[src/common/rrs_pkg.sv]
// Shared types and constants for the return, rotate and sleep decode block.
// Assumes a 14-bit instruction word and 8-bit data path in the surrounding core.
package rrs_pkg;

  // ****************************************
  // Instruction encodings
  // ****************************************
  localparam logic [13:0] OPC_RETURN     = 14'h0008;  // Subroutine return.
  localparam logic [13:0] OPC_SLEEP      = 14'h0063;  // Enter sleep.
  localparam logic [5:0]  OPC_ROT_RIGHT  = 6'h0C;     // Upper six bits of right rotate.
  localparam logic [5:0]  OPC_ROT_LEFT   = 6'h0D;     // Upper six bits of left rotate.
  localparam int          OPC_HI_POS     = 8;         // Lowest bit of the opcode field.
  localparam int          DEST_POS       = 7;         // Destination select position.
  localparam int          ADDR_W         = 7;         // File address width.
  localparam int          DATA_W         = 8;         // Data path width.
  localparam int          PC_W           = 13;        // Program counter width.
  localparam logic [7:0]  WDT_CLEAR      = 8'h00;     // Watchdog clear value.
  localparam logic [1:0]  RETURN_CYCLES  = 2'h2;      // Return occupies two cycles.

  // ****************************************
  // Decoded operation
  // ****************************************
  typedef enum logic [4:0]
  {
    OP_NONE  = 5'h01,
    OP_RET   = 5'h02,
    OP_RRC   = 5'h04,
    OP_RLC   = 5'h08,
    OP_SLEEP = 5'h10
  } op_e;

  typedef struct packed
  {
    op_e                op;     // Which operation.
    logic               dest;   // Destination select.
    logic [ADDR_W-1:0]  addr;   // File register address.
  } decoded_s;

  // Result of the execute stage toward the core.
  typedef struct packed
  {
    logic               wEn;      // Write accumulator.
    logic               fileEn;   // Write file register.
    logic [ADDR_W-1:0]  fileAddr; // File register address.
    logic [DATA_W-1:0]  data;     // Rotated value.
    logic               carryEn;  // Update carry.
    logic               carry;    // New carry.
  } result_s;

endpackage

[src/core/rrs_decoder.sv]
// Pure combinational decoder of the four instruction words handled here.
// Assumes the instruction word is stable for the whole cycle it is presented.
`timescale 1ns/1ps
module rrs_decoder
(
  // Instruction in.
  input  wire logic [13:0]        instr,
  // Decoded result out.
  output rrs_pkg::decoded_s       decoded
);

  // ****************************************
  // Decode
  // ****************************************
  // The rotates carry address and destination in the low byte.
  always_comb
  begin
    decoded.dest = instr[rrs_pkg::DEST_POS];
    decoded.addr = instr[rrs_pkg::ADDR_W-1:0];
    if (instr == rrs_pkg::OPC_RETURN)
    begin
      decoded.op = rrs_pkg::OP_RET;
    end
    else if (instr == rrs_pkg::OPC_SLEEP)
    begin
      decoded.op = rrs_pkg::OP_SLEEP;
    end
    else if (instr[13:rrs_pkg::OPC_HI_POS] == rrs_pkg::OPC_ROT_RIGHT)
    begin
      decoded.op = rrs_pkg::OP_RRC;
    end
    else if (instr[13:rrs_pkg::OPC_HI_POS] == rrs_pkg::OPC_ROT_LEFT)
    begin
      decoded.op = rrs_pkg::OP_RLC;
    end
    else
    begin
      decoded.op = rrs_pkg::OP_NONE;
    end
  end

endmodule // rrs_decoder

[src/core/return_rotate_sleep_decode.sv]
// Execute logic for subroutine return, rotates through carry and sleep.
// Assumes the core presents one instruction per cycle when instrValid is high and
// holds it while busy is high; file read data is combinational for instr's address.
// Summary of operation
// - Return pops stack top into PC, two cycles.
// - Right rotate through carry, rotated data and carry both written.
// - Destination clear writes accumulator, file untouched.
// - Seven-bit address low, destination bit above.
// - Left rotate through carry, single cycle.
// - Destination set writes back file register.
// - Sleep halts oscillator; one word, one cycle.
// - Sleep clears watchdog counter and prescaler.
// - Sleep clears power-down flag, sets time-out flag.
`timescale 1ns/1ps
module return_rotate_sleep_decode
#(
  parameter int PC_W = rrs_pkg::PC_W  // Program counter width.
)
(
  // Clock and reset.
  input  wire logic                        sys_clk,
  input  wire logic                        reset,
  // Instruction stream.
  input  wire logic                        instrValid,
  input  wire logic [13:0]                 instr,
  output logic                             busy,
  // Operand sources.
  input  wire logic [rrs_pkg::DATA_W-1:0]  fileReadData,
  input  wire logic                        carryIn,
  input  wire logic [PC_W-1:0]             stack_top,
  // Results toward the core.
  output rrs_pkg::result_s                 result,
  output logic                             stackPop,
  output logic                             pcLoad,
  output logic [PC_W-1:0]                  pcValue,
  // Sleep and power status.
  output logic                             watchdogClear,
  output logic                             prescalerClear,
  output logic                             oscHalt,
  output logic                             powerdown_flag_n,
  output logic                             watchdog_expired_flag_n,
  input  wire logic                        wakeUp
);

  // ****************************************
  // State
  // ****************************************
  // All state lives in one struct; the outputs below come straight from it.
  typedef struct packed
  {
    logic [1:0]        retCount;  // Cycles of return left.
    rrs_pkg::result_s  res;       // Registered rotate result.
    logic              pop;       // Stack pop pulse.
    logic              load;      // PC load pulse.
    logic [PC_W-1:0]   pc;        // Value loaded into PC.
    logic              wdtClr;    // Watchdog clear pulse.
    logic              asleep;    // Oscillator halted.
    logic              pdN;       // Power-down flag, active low.
    logic              toN;       // Time-out flag, active low.
  } state_s;

  state_s             st;          // Current state.
  state_s             next_st;     // Next state.
  rrs_pkg::decoded_s  dec;         // Decoded instruction.
  logic               accept;      // A new instruction is taken.

  // ****************************************
  // Decoder
  // ****************************************
  rrs_decoder u_decoder
  (
    .instr   (instr),
    .decoded (dec)
  );

  // A return holds the pipe for its second cycle; sleep holds until wake-up.
  assign busy   = (st.retCount != 2'h0) || st.asleep;
  assign accept = instrValid && !busy;

  // Rotate one step; the vacated end gets the carry and the leaving bit becomes carry.
  function automatic logic [rrs_pkg::DATA_W:0] rotate
  (
    input logic                        right,
    input logic [rrs_pkg::DATA_W-1:0]  value,
    input logic                        cin
  );
    if (right)
    begin
      rotate = {value[0], cin, value[rrs_pkg::DATA_W-1:1]};
    end
    else
    begin
      rotate = {value[rrs_pkg::DATA_W-1], value[rrs_pkg::DATA_W-2:0], cin};
    end
  endfunction

  // ****************************************
  // Next state
  // ****************************************
  always_comb
  begin
    logic [rrs_pkg::DATA_W:0] rot;
    rot = rotate(dec.op == rrs_pkg::OP_RRC, fileReadData, carryIn);
    next_st = st;
    // Pulses drop after one cycle by default.
    next_st.res.wEn     = 1'b0;
    next_st.res.fileEn  = 1'b0;
    next_st.res.carryEn = 1'b0;
    next_st.pop         = 1'b0;
    next_st.load        = 1'b0;
    next_st.wdtClr      = 1'b0;
    if (st.retCount != 2'h0)
    begin
      // Second cycle of return is a dead cycle while the fetch refills.
      next_st.retCount = st.retCount - 2'h1;
    end
    if (st.asleep && wakeUp)
    begin
      next_st.asleep = 1'b0;
    end
    if (accept)
    begin
      case (dec.op)
        rrs_pkg::OP_RET:
        begin
          // Only the stack is read; no status or interrupt enable is touched.
          next_st.pop      = 1'b1;
          next_st.load     = 1'b1;
          next_st.pc       = stack_top;
          next_st.retCount = rrs_pkg::RETURN_CYCLES - 2'h1;
        end
        rrs_pkg::OP_RRC, rrs_pkg::OP_RLC:
        begin
          next_st.res.data     = rot[rrs_pkg::DATA_W-1:0];
          next_st.res.carry    = rot[rrs_pkg::DATA_W];
          next_st.res.carryEn  = 1'b1;
          next_st.res.fileAddr = dec.addr;
          next_st.res.wEn      = !dec.dest;
          next_st.res.fileEn   = dec.dest;
        end
        rrs_pkg::OP_SLEEP:
        begin
          next_st.wdtClr = 1'b1;
          next_st.asleep = 1'b1;
          next_st.pdN    = 1'b0;
          next_st.toN    = 1'b1;
        end
        default:
        begin
          next_st = next_st;
        end
      endcase
    end
  end

  // ****************************************
  // Registers
  // ****************************************
  // Flags reset to the power-on values: both status bits high.
  always_ff @(posedge sys_clk or posedge reset)
  begin
    if (reset)
    begin
      st     <= '0;
      st.pdN <= 1'b1;
      st.toN <= 1'b1;
    end
    else
    begin
      st <= next_st;
    end
  end

  // ****************************************
  // Outputs
  // ****************************************
  // Every output is a flop or a simple gate of flops, so the core never sees a decode glitch.
  assign result                  = st.res;
  assign stackPop                = st.pop;
  assign pcLoad                  = st.load;
  assign pcValue                 = st.pc;
  assign watchdogClear           = st.wdtClr;
  assign prescalerClear          = st.wdtClr;
  assign oscHalt                 = st.asleep;
  assign powerdown_flag_n        = st.pdN;
  assign watchdog_expired_flag_n = st.toN;

  // ****************************************
  // Checks
  // ****************************************
  // The properties on a taken word look one cycle later, which is when its effects stand; the others check outputs in the same cycle.
  // Data fields keep stale values between rotates; only the enables say whether they count.
  chk_ret_pc_load: assert property (@(posedge sys_clk) disable iff (reset)
    (instrValid && !busy && instr == rrs_pkg::OPC_RETURN) |=> (pcLoad && stackPop && pcValue == $past(stack_top)))
    else $error("Return did not load PC from stack top.");
  chk_ret_two_cycle: assert property (@(posedge sys_clk) disable iff (reset)
    pcLoad |-> busy)
    else $error("Return did not hold the second cycle.");
  chk_rrc_value: assert property (@(posedge sys_clk) disable iff (reset)
    (instrValid && !busy && instr[13:8] == rrs_pkg::OPC_ROT_RIGHT) |=>
      (result.carryEn && result.carry == $past(fileReadData[0])
       && result.data == {$past(carryIn), $past(fileReadData[7:1])}))
    else $error("Right rotate value wrong.");
  chk_rlc_value: assert property (@(posedge sys_clk) disable iff (reset)
    (instrValid && !busy && instr[13:8] == rrs_pkg::OPC_ROT_LEFT) |=>
      (result.carry == $past(fileReadData[7]) && result.data == {$past(fileReadData[6:0]), $past(carryIn)}))
    else $error("Left rotate value wrong.");
  chk_dest_acc: assert property (@(posedge sys_clk) disable iff (reset)
    result.wEn |-> !result.fileEn)
    else $error("Accumulator write also wrote file.");
  // A cleared destination bit must steer the rotate to the accumulator and nowhere else.
  chk_acc_write: assert property (@(posedge sys_clk) disable iff (reset)
    (instrValid && !busy && instr[13:rrs_pkg::OPC_HI_POS+1] == 5'h06 && !instr[rrs_pkg::DEST_POS])
      |=> (result.wEn && !result.fileEn && result.fileAddr == $past(instr[rrs_pkg::ADDR_W-1:0])))
    else $error("Accumulator write-back missing.");
  chk_dest_file: assert property (@(posedge sys_clk) disable iff (reset)
    (instrValid && !busy && instr[13:9] == 5'h06 && instr[7]) |=> (result.fileEn && result.fileAddr == $past(instr[6:0])))
    else $error("File write-back missing.");
  chk_sleep_flags: assert property (@(posedge sys_clk) disable iff (reset)
    (instrValid && !busy && instr == rrs_pkg::OPC_SLEEP) |=>
      (!powerdown_flag_n && watchdog_expired_flag_n && watchdogClear && prescalerClear && oscHalt))
    else $error("Sleep effects missing.");
  chk_ret_flags: assert property (@(posedge sys_clk) disable iff (reset)
    pcLoad |-> ($stable(powerdown_flag_n) && !result.carryEn))
    else $error("Return changed status.");

endmodule // return_rotate_sleep_decode

[config.mk]
export PLATFORM = sky130hd
export DESIGN_NAME = return_rotate_sleep_decode
export DESIGN_NICKNAME = d
export VERILOG_FILES = /design/src/common/rrs_pkg.sv /design/src/core/rrs_decoder.sv /design/src/core/return_rotate_sleep_decode.sv
export SDC_FILE = /design/constraint.sdc
export NUM_CORES = 1
export LEC_CHECK = 0
export BUFFER_PORTS_ARGS = -buffer_cell sky130_fd_sc_hd__buf_2
export CAP_MARGIN = 20
export CORE_MARGIN = 2
export CORE_UTILIZATION = 35
export CTS_CLUSTER_SIZE = 24
export DETAILED_ROUTE_END_ITERATION = 8
export MAX_ROUTING_LAYER = met4
export PLACE_DENSITY = 0.59
export SYNTH_ARGS = -nofsm -noshare
export SYNTH_HDL_FRONTEND = slang
export SYNTH_SLANG_ARGS = --single-unit
[constraint.sdc]
create_clock -name sys_clk -period 2.3 [get_ports sys_clk]
set_input_delay 0.115 -clock sys_clk [delete_from_list [all_inputs] [get_ports sys_clk]]
set_output_delay 0.115 -clock sys_clk [all_outputs]
set_load 0.01 [all_outputs]
; ---- Word-level counts from Yosys, hierarchy flattened
; Index checks and enable logic that the tools add are counted.
[totals]
regBits = 39
input_bits = 40
[op_classes]
n_addsub = 1
n_eq_ne = 8
mux = 12
n_reduce_logical = 10
[op_table]
columns = operator, n
row1 = two-way mux 40 bit, 1
row2 = two-way mux 19 bit, 1
row3 = two-way mux 15 bit, 1
row4 = two-way mux 5 bit, 3
row5 = == test 14 x 4 -> 1 bit (second input constant), 1
row6 = == test 14 x 7 -> 1 bit (second input constant), 1
row7 = == test 6 x 4 -> 1 bit (second input constant), 2
row8 = two-way mux 9 bit, 1
row9 = two-way mux 4 bit, 2
row10 = AND reduction 2 bit, 3
row11 = == test 5 x 2 -> 1 bit (second input constant), 1
row12 = == test 5 x 3 -> 1 bit (second input constant), 1
row13 = == test 5 x 4 -> 1 bit (second input constant), 1
row14 = == test 5 bit (second input constant), 1
row15 = two-way mux 2 bit, 2
row16 = logical AND 1 bit, 2
row17 = zero test 1 bit, 2
row18 = nonzero test 2 bit, 1
row19 = OR reduction 2 bit, 1
row20 = subtractor 2 x 1 -> 2 bit (second input constant), 1
row21 = logical OR 1 bit, 1
row22 = two-way mux 1 bit, 1

; ---- Depth between registers and ports, before layout
; Gate-level depths: netlist of the first run.
[depth]
word_depth = 9
mapped_depth = 5
ltp_nobuf = 4

; ---- By module
; A second synthesis of the first run with hierarchy kept.
[hier_totals]
cells_unflattened = 164
hier_area_um2 = 1998.2
[by_module_without_submodules]
columns = mod, n_inst, cells_each, area_per_inst_um2, seq_area_each_um2
row1 = return_rotate_sleep_decode, 1, 139, 1823.0, 952.2
row2 = rrs_decoder, 1, 25, 175.2, 0.0

; ---- Least setup slack after synthesis of the first run
; No wires, ideal clock.
[synth_path]
kind = reg-to-reg
startpoint = register st[39] in the netlist's numbering
endpoint = register st (netlist bit result[10])
setup_time_ps = 125
arrival_time_ps = 1741
required_ps = 2175
setup_slack_ps = 434
stages_incl_launch_ff = 5
n_path_buf = 1
period_less_slack_ps = 1866
path_cell_list = dfrtp_1 or4b_4 nor3_4 buf_8 mux2_4
[synth_via]
elab_chain_len = 5
[synth_lines]
columns = element, line
row1 = start: declaration, return_rotate_sleep_decode.sv:62  ; state_s st;
row2 = start signal: assignment, return_rotate_sleep_decode.sv:170  ; st <= next_st;
row3 = nonzero test 2 bit, return_rotate_sleep_decode.sv:77  ; assign busy = (st.retCount != 2'h0) || st.asleep;
row4 = logical OR 1 bit, return_rotate_sleep_decode.sv:77
row5 = zero test 1 bit, return_rotate_sleep_decode.sv:78  ; assign accept = instrValid && !busy;
row6 = logical AND 1 bit, return_rotate_sleep_decode.sv:78
row7 = AND reduction 2 bit (no line), -
; Every way passes these cells.
; A chain may end at the register's enable or synchronous reset.

; ---- Worst setup path in the final report of the first run
[layout_path]
startpoint = register st[39] in the netlist's numbering
endpoint = register st (netlist bit result[9])
; The elaborated chain is that of the path after synthesis.

==> metrics, run 1 <==
DR vias about 1,200; part of the cycle the worst path needs 84.60%; Final GP Congestion roughly 0.8; layout cell share with drive strength beyond 1 54.85%; DP HPWL 2.689 mm; Syn. warnings 0; 1st-iter DRT viols 63; largest net degree at the start of global routing 39; Flop pwr share between 50% and 60%; Mapped Nets between 150 and 200; gr usage total 13.22%; Tmin final 1946 ps; PwrDens 662.3 nW/um^2; Core ar. approximately 5100 um^2; Area Growth Syn to Fin 15.58%; Clk Latency, worst-skew pair 280 ps; Seq cells post-synth 38; Post-Syn Area per Cell between 10 and 15 um^2; Peak VDD IR 0.3320 mV; CTS tree done; Setup Crit Path Kind flip-flop to flip-flop; Vias per Instance 4.449; Sw Share between 20% and 30%; post-route ant nets 0; number of hold violations in the final report 0; gr ovfl total 0; Hold Crit Depth 2; setup TNS 0 ps; Initial Utilization 36.33%; # setup viols final 0; slack of the critical path between 300 and 400 ps; DR pass1 iterations 4; initial antenna violation count 0; Reg clk slew, reported paths around 70 ps; Cell Int Power 0.001049 W; Die X-Extent 76.81 um; RSZ-0062 raised after global routing no; MaxCap Viol Count 0; antenna cells 0; Worst Setup Start Kind flip-flop; Max FO, Critical Path 18; post-synthesis cell area 1856 um^2; Max stage delay on crit path 580 ps; Die ar. 5900 um^2; Required @ worst endpoint about 2500 ps; fin nets 246; design area roughly 2100 um^2; first-pass GRT wire length 5.961 mm; sequential share of the synthesized area 51.31%; CTS Sinks 38; Clock power frac 29.6%; worst path cell trace or4b_4 -> nor3_4 -> buf_4 -> nor2_1 -> a21oi_1; Clock Path Buffers 2; R2R depth 5; pre-CTS setup slack ~370 ps; Port Buffers approximately 80; H-tree levels 2; HP Class input port to flip-flop; CTS root buffer clkbuf_8; Area after DPL 2056 um^2; synth unique cells 29; number of buffers created by CTS 5; Slew Limit Fails 0; Wirelength per Cell 12.70 um; capturing element type of the critical path flip-flop; Top Ports 80; Mapped Cells 156; vias in the first global route 1,287; Slowest-stage cell, CP or4b_4; CP arrival between 2000 and 2500 ps; Detailed Route WL between 3 and 4 mm; fmax around 0.51 GHz; combinational share of power 16.6%; Static Leakage 1.219 nW; post-cts repair resize count 0; FP Rows 26; DRC viols 0; Die Ht 76.81 um; Psw 0.0003714 W; clk_skew 4.722 ps; run status completed
==> metal layers <==
metal  GRT usage (%)  up-vias  wire, um
li1                -      592         -
met1           16.95      565      1611
met2           19.47       64      1574
met3           3.529        7       253
met4           6.182        0        68
met5               -        -         0
==> metrics by stage <==
stage                     total power [W]  hold slack [ps]  cells  util (%)
after floorplan                 0.0009739            186.9    156         -
after global placement           0.001012            256.3    268     40.25
after detailed placement         0.001016            260.2    268     40.25
after CTS                        0.001452            30.44    276     41.99
after global routing             0.001510            40.59    276     41.99
final                            0.001420            47.64    276     41.99
==> critical path, delay by kind of cell, from the launching register on <==
kind | cells | cell delay [ps]
AND/OR/NAND/NOR | 3 | 1050
flip-flops | 1 | 410
buffers and inverters | 1 | 290
AO/OA/AOI/OAI | 1 | 110
==> registers in the layout, summed over array words and instances (netlist names) <==
register	cells
result	19
pcValue	13
st	2
oscHalt	1
pcLoad	1
powerdown_flag_n	1
prescalerClear	1
==> final timing paths <==
check / start / endpoint / slack (ps)
worst max-delay path: st[39] / result[9] / 350
max in group asynchronous: reset / powerdown_flag_n / 1450
worst max register to register: st[39] / result[9] / 350
min in group asynchronous: reset / pcValue[0] / 500
worst min-delay path: instr[7] / result[18] / 50
worst min register to register: powerdown_flag_n / powerdown_flag_n / 490
==> logic make-up after synthesis <==
| kind of cell | after synthesis | share of synthesized area (%) |
|---|---|---|
| compound gates | 11 | 3.169 |
| buf+inv | 43 | 16.99 |
| other cells | 1 | 0.2021 |
| simple gates | 34 | 10.92 |
| flops | 38 | 51.32 |
| mux | 29 | 17.40 |
==> Yosys cell counts, drive strengths merged <==
library cell / n / area (um^2)
buf: 38 / 296.5
dfrtp: 37 / 925.9
mux2: 20 / 232.7
nor2: 13 / 48.80
a21oi: 9 / 45.04
mux2i: 9 / 90.09
inv: 4 / 15.01
nor3: 4 / 31.28
nor4: 4 / 25.02
and2: 2 / 13.77
nand4: 2 / 12.51
nor4b: 2 / 17.52
or3: 2 / 13.77
a21o: 1 / 7.510
clkbuf: 1 / 3.750
conb: 1 / 3.750
dfstp: 1 / 26.28
nand2: 1 / 3.750
nand3: 1 / 5.000
nand4bb: 1 / 11.26
nor2b: 1 / 6.260
o22ai: 1 / 6.260
or4b: 1 / 13.76
==> cell type report <==
class / instances / area, um^2
Inverter: 4 / 15.01
Sequential cell: 38 / 952.2
Clock inverter: 2 / 10.01
Clock buffer: 5 / 68.82
Fill cell: 519 / 2963
Multi-Input combinational cell: 75 / 588.1
Tap cell: 70 / 87.58
Timing Repair Buffer: 82 / 422.9
==> power groups by stage <==
stage / clock [W] / sequential [W] / combinational [W]
finish: 0.000420 / 0.000764 / 0.000236
global route: 0.000476 / 0.000772 / 0.000262
CTS: 0.000446 / 0.000765 / 0.000241
detailed placement: 0 / 0.000777 / 0.000239
global placement: 0 / 0.000778 / 0.000233
floorplan: 0 / 0.000766 / 0.000208
==> placed cells by master, fill, tap and decap left out, types with 2 or more instances in the layout <==
master    instances
a21oi_1           9
clkbuf_8          5
mux2_2           18
nand4_1           2
clkinv_2          2
mux2i_1           9
mux2_4            2
nor3_1            3
dfrtp_1          37
buf_2            78
nor4_1            4
nor2_1           13
inv_1             4
nor4b_1           2
buf_4             3
==> timing repair <==
item                      4_1_cts  5_1_grt
setup buffers                   0        0
hold buffers                    1        0
hold endpoints to repair       37        0
Power figures use the tool's default switching activity.
==> inputs of run 2 (changes only) <==
==> constraint.sdc (replaced) <==
create_clock -name sys_clk -period 1.8 [get_ports sys_clk]
set_input_delay 0.09 -clock sys_clk [delete_from_list [all_inputs] [get_ports sys_clk]]
set_output_delay 0.09 -clock sys_clk [all_outputs]
set_load 0.01 [all_outputs]
==> run 2 against run 1 <==
  * First-iteration DRC count decreased by 35%
  * Via count up 3.4%
  * Sequential power grew 28%
  * Critical path type unchanged
  * Critical endpoint is now result[15]
  * Largest cell class unchanged
  * Highest routed layer unchanged
==> metrics, run 2 (synthesized netlist as in run 1, its figures left out) <==
slack of the critical path 48.73 ps (-305.5 ps); H-tree levels 2 (unchanged); Area Growth Syn to Fin 20.16%; Min Hold Slack 26.28 ps (-21.37 ps); R2R Path Start st[39]; clk_skew 7.151 ps (+2.429 ps); Hold Crit Depth 2 (unchanged); Static Leakage 1.261 nW (+3.4%); Area after DPL 2106 um^2 (+2.4%); most frequent cells in the layout 78 x buf_2, 36 x dfrtp_1, 18 x mux2_2, 13 x nor2_1; register area 953.4 um^2 (+0.13%); DR pass1 iterations 4 (unchanged); HP Start instr[7]; Detailed Route WL 3.481 mm (-0.71%); Die Ht 76.81 um (unchanged); MaxCap Viol Count 0 (unchanged); FP Rows 26 (unchanged); capturing element type of the critical path flip-flop; Setup Crit Path Kind flip-flop to flip-flop; post-route ant nets 0 (unchanged); Wirelength per Cell 12.30 um (-3.2%); Clk Latency, worst-skew pair 280 ps (about the same); fin nets 252 (+2.4%); 1st-iter DRT viols 41 (-35%); DP HPWL 2.585 mm (-3.9%); CP startpoint st[39]; RSZ-0062 raised after global routing yes; DRC viols 0 (unchanged); Reg clk slew, reported paths 70 ps (about the same); Die X-Extent 76.81 um (unchanged); number of hold violations in the final report 0 (unchanged); Fill cells 509 (-1.9%); R2R depth 4 (-1); Final GP Congestion 0.8475 (+5.7%); Peak VDD IR 0.3485 mV (+5.0%); layout cell share with drive strength beyond 1 56.81% (+2.0 points); slew margin rel. 66.21%; fmax 0.5710 GHz (+11%); DR vias 1,270 (+3.4%); Worst-Margin Slew slightly above 500 ps; initial antenna violation count 0 (unchanged); Port Buffers 78 (unchanged); number of buffers created by CTS 5 (unchanged); Max stage delay on crit path 580 ps (about the same); Vias per Instance 4.488 (+0.86%); run status completed; Top Ports 80 (unchanged); area of the multi-input gates 594.3 um^2 (+1.1%); dpl cells 273 (+1.9%); Slew Limit Fails 0 (unchanged); PwrDens 839.4 nW/um^2 (+27%); HP Class input port to flip-flop; # setup viols final 0 (unchanged); gr ovfl total 0 (unchanged); Max FO, Critical Path 9 (-9); Clock Path Buffers 2 (unchanged); Initial Utilization 36.33% (unchanged); CP arrival 1930 ps (-220 ps); Tmin final 1751 ps (-194.5 ps); worst path cell trace or4b_4 -> nor3_4 -> buf_12 -> mux2_2; final standard cell utilization of the core 43.66% (+1.7 points); gr usage total 13.04% (-0.18 points); Core ar. 5107 um^2 (unchanged); Final Non-Filler Cells 283 (+2.5%); design area 2230 um^2 (+4.0%); Die ar. 5900 um^2 (unchanged); Worst Setup Start Kind flip-flop; pre-CTS setup slack 12.86 ps (-356.6 ps); CTS tree done; first-pass GRT wire length 5.816 mm (-2.4%); vias in the first global route 1,204 (-6.4%); CTS Sinks 38 (unchanged); largest net degree at the start of global routing 39 (unchanged); most common cell after layout, fill and taps aside buf_2; antenna cells 0 (unchanged); Required @ worst endpoint 1970 ps (-540 ps); Largest register FFs 19 (unchanged); part of the cycle the worst path needs 97.29% (+13 points); Slowest-stage cell, CP or4b_4; CTS root buffer clkbuf_8
## run 2: cell count changes in the layout (fill, tap and decap cells not counted)
cell,change
buf_12,+1
buf_4,+3
buf_6,+2
clkbuf_1,+1
clkbuf_8,+1
clkinv_2,-1
dfrtp_1,-1
dfrtp_2,+1
nor4b_1,-1
nor4b_2,+1
## run 2: layout make-up
class / instances / share of cell area [%]
Clock buffer: 7 / 3.872
Clock inverter: 1 / 0.2245
Inverter: 4 / 0.6734
Multi-Input combinational cell: 75 / 26.66
Sequential cell: 38 / 42.76
Tap cell: 70 / 3.928
Timing Repair Buffer: 88 / 21.89
## run 2: critical path: cells and delay by family, from the launching register on
kind | cells | cell delay [ps]
buffers and inverters | 1 | 150
flip-flops | 1 | 410
multiplexers | 1 | 330
AND/OR/NAND/NOR | 2 | 740
## run 2: routing by layer
layer  share of wire (%)  vias up  GRT usage, %
li1                    -      612             -
met1                  45      585         16.29
met2                  44       68         19.21
met3                 9.5        5         5.294
met4                 1.0        0         4.364
met5                   0        -             -
## run 2: final timing paths
check	end	slack, ps
hold / removal	result[18]	30
max in group asynchronous	oscHalt	990
hold reg to reg	powerdown_flag_n	480
setup / recovery	result[15]	50
min in group asynchronous	pcValue[0]	460
setup reg to reg	result[15]	50
## run 2: what timing repair did
action | CTS | global route
gates resized for setup | 1 | 3
endpoints found under the hold margin | 37 | 0
pin swaps | 0 | 1
endpoints found under the setup margin | 2 | 21
hold buffers | 1 | 0
setup buffers | 1 | 0
## run 2: report_power, final
part	switching, W	internal, W	total, W	leakage, nW
Sequential	0.0000424	0.000933	0.000975	0.500
Clock	0.000283	0.000309	0.000592	0.0482
Combinational	0.000154	0.000150	0.000305	0.713
## run 2: metrics by stage
step / total power [W] / setup TNS, ps
after CTS: 0.001916 / 0
after floorplan: 0.001244 / -132.9
final: 0.001872 / 0
after global placement: 0.001294 / 0
after detailed placement: 0.001297 / 0
after global routing: 0.001996 / 0
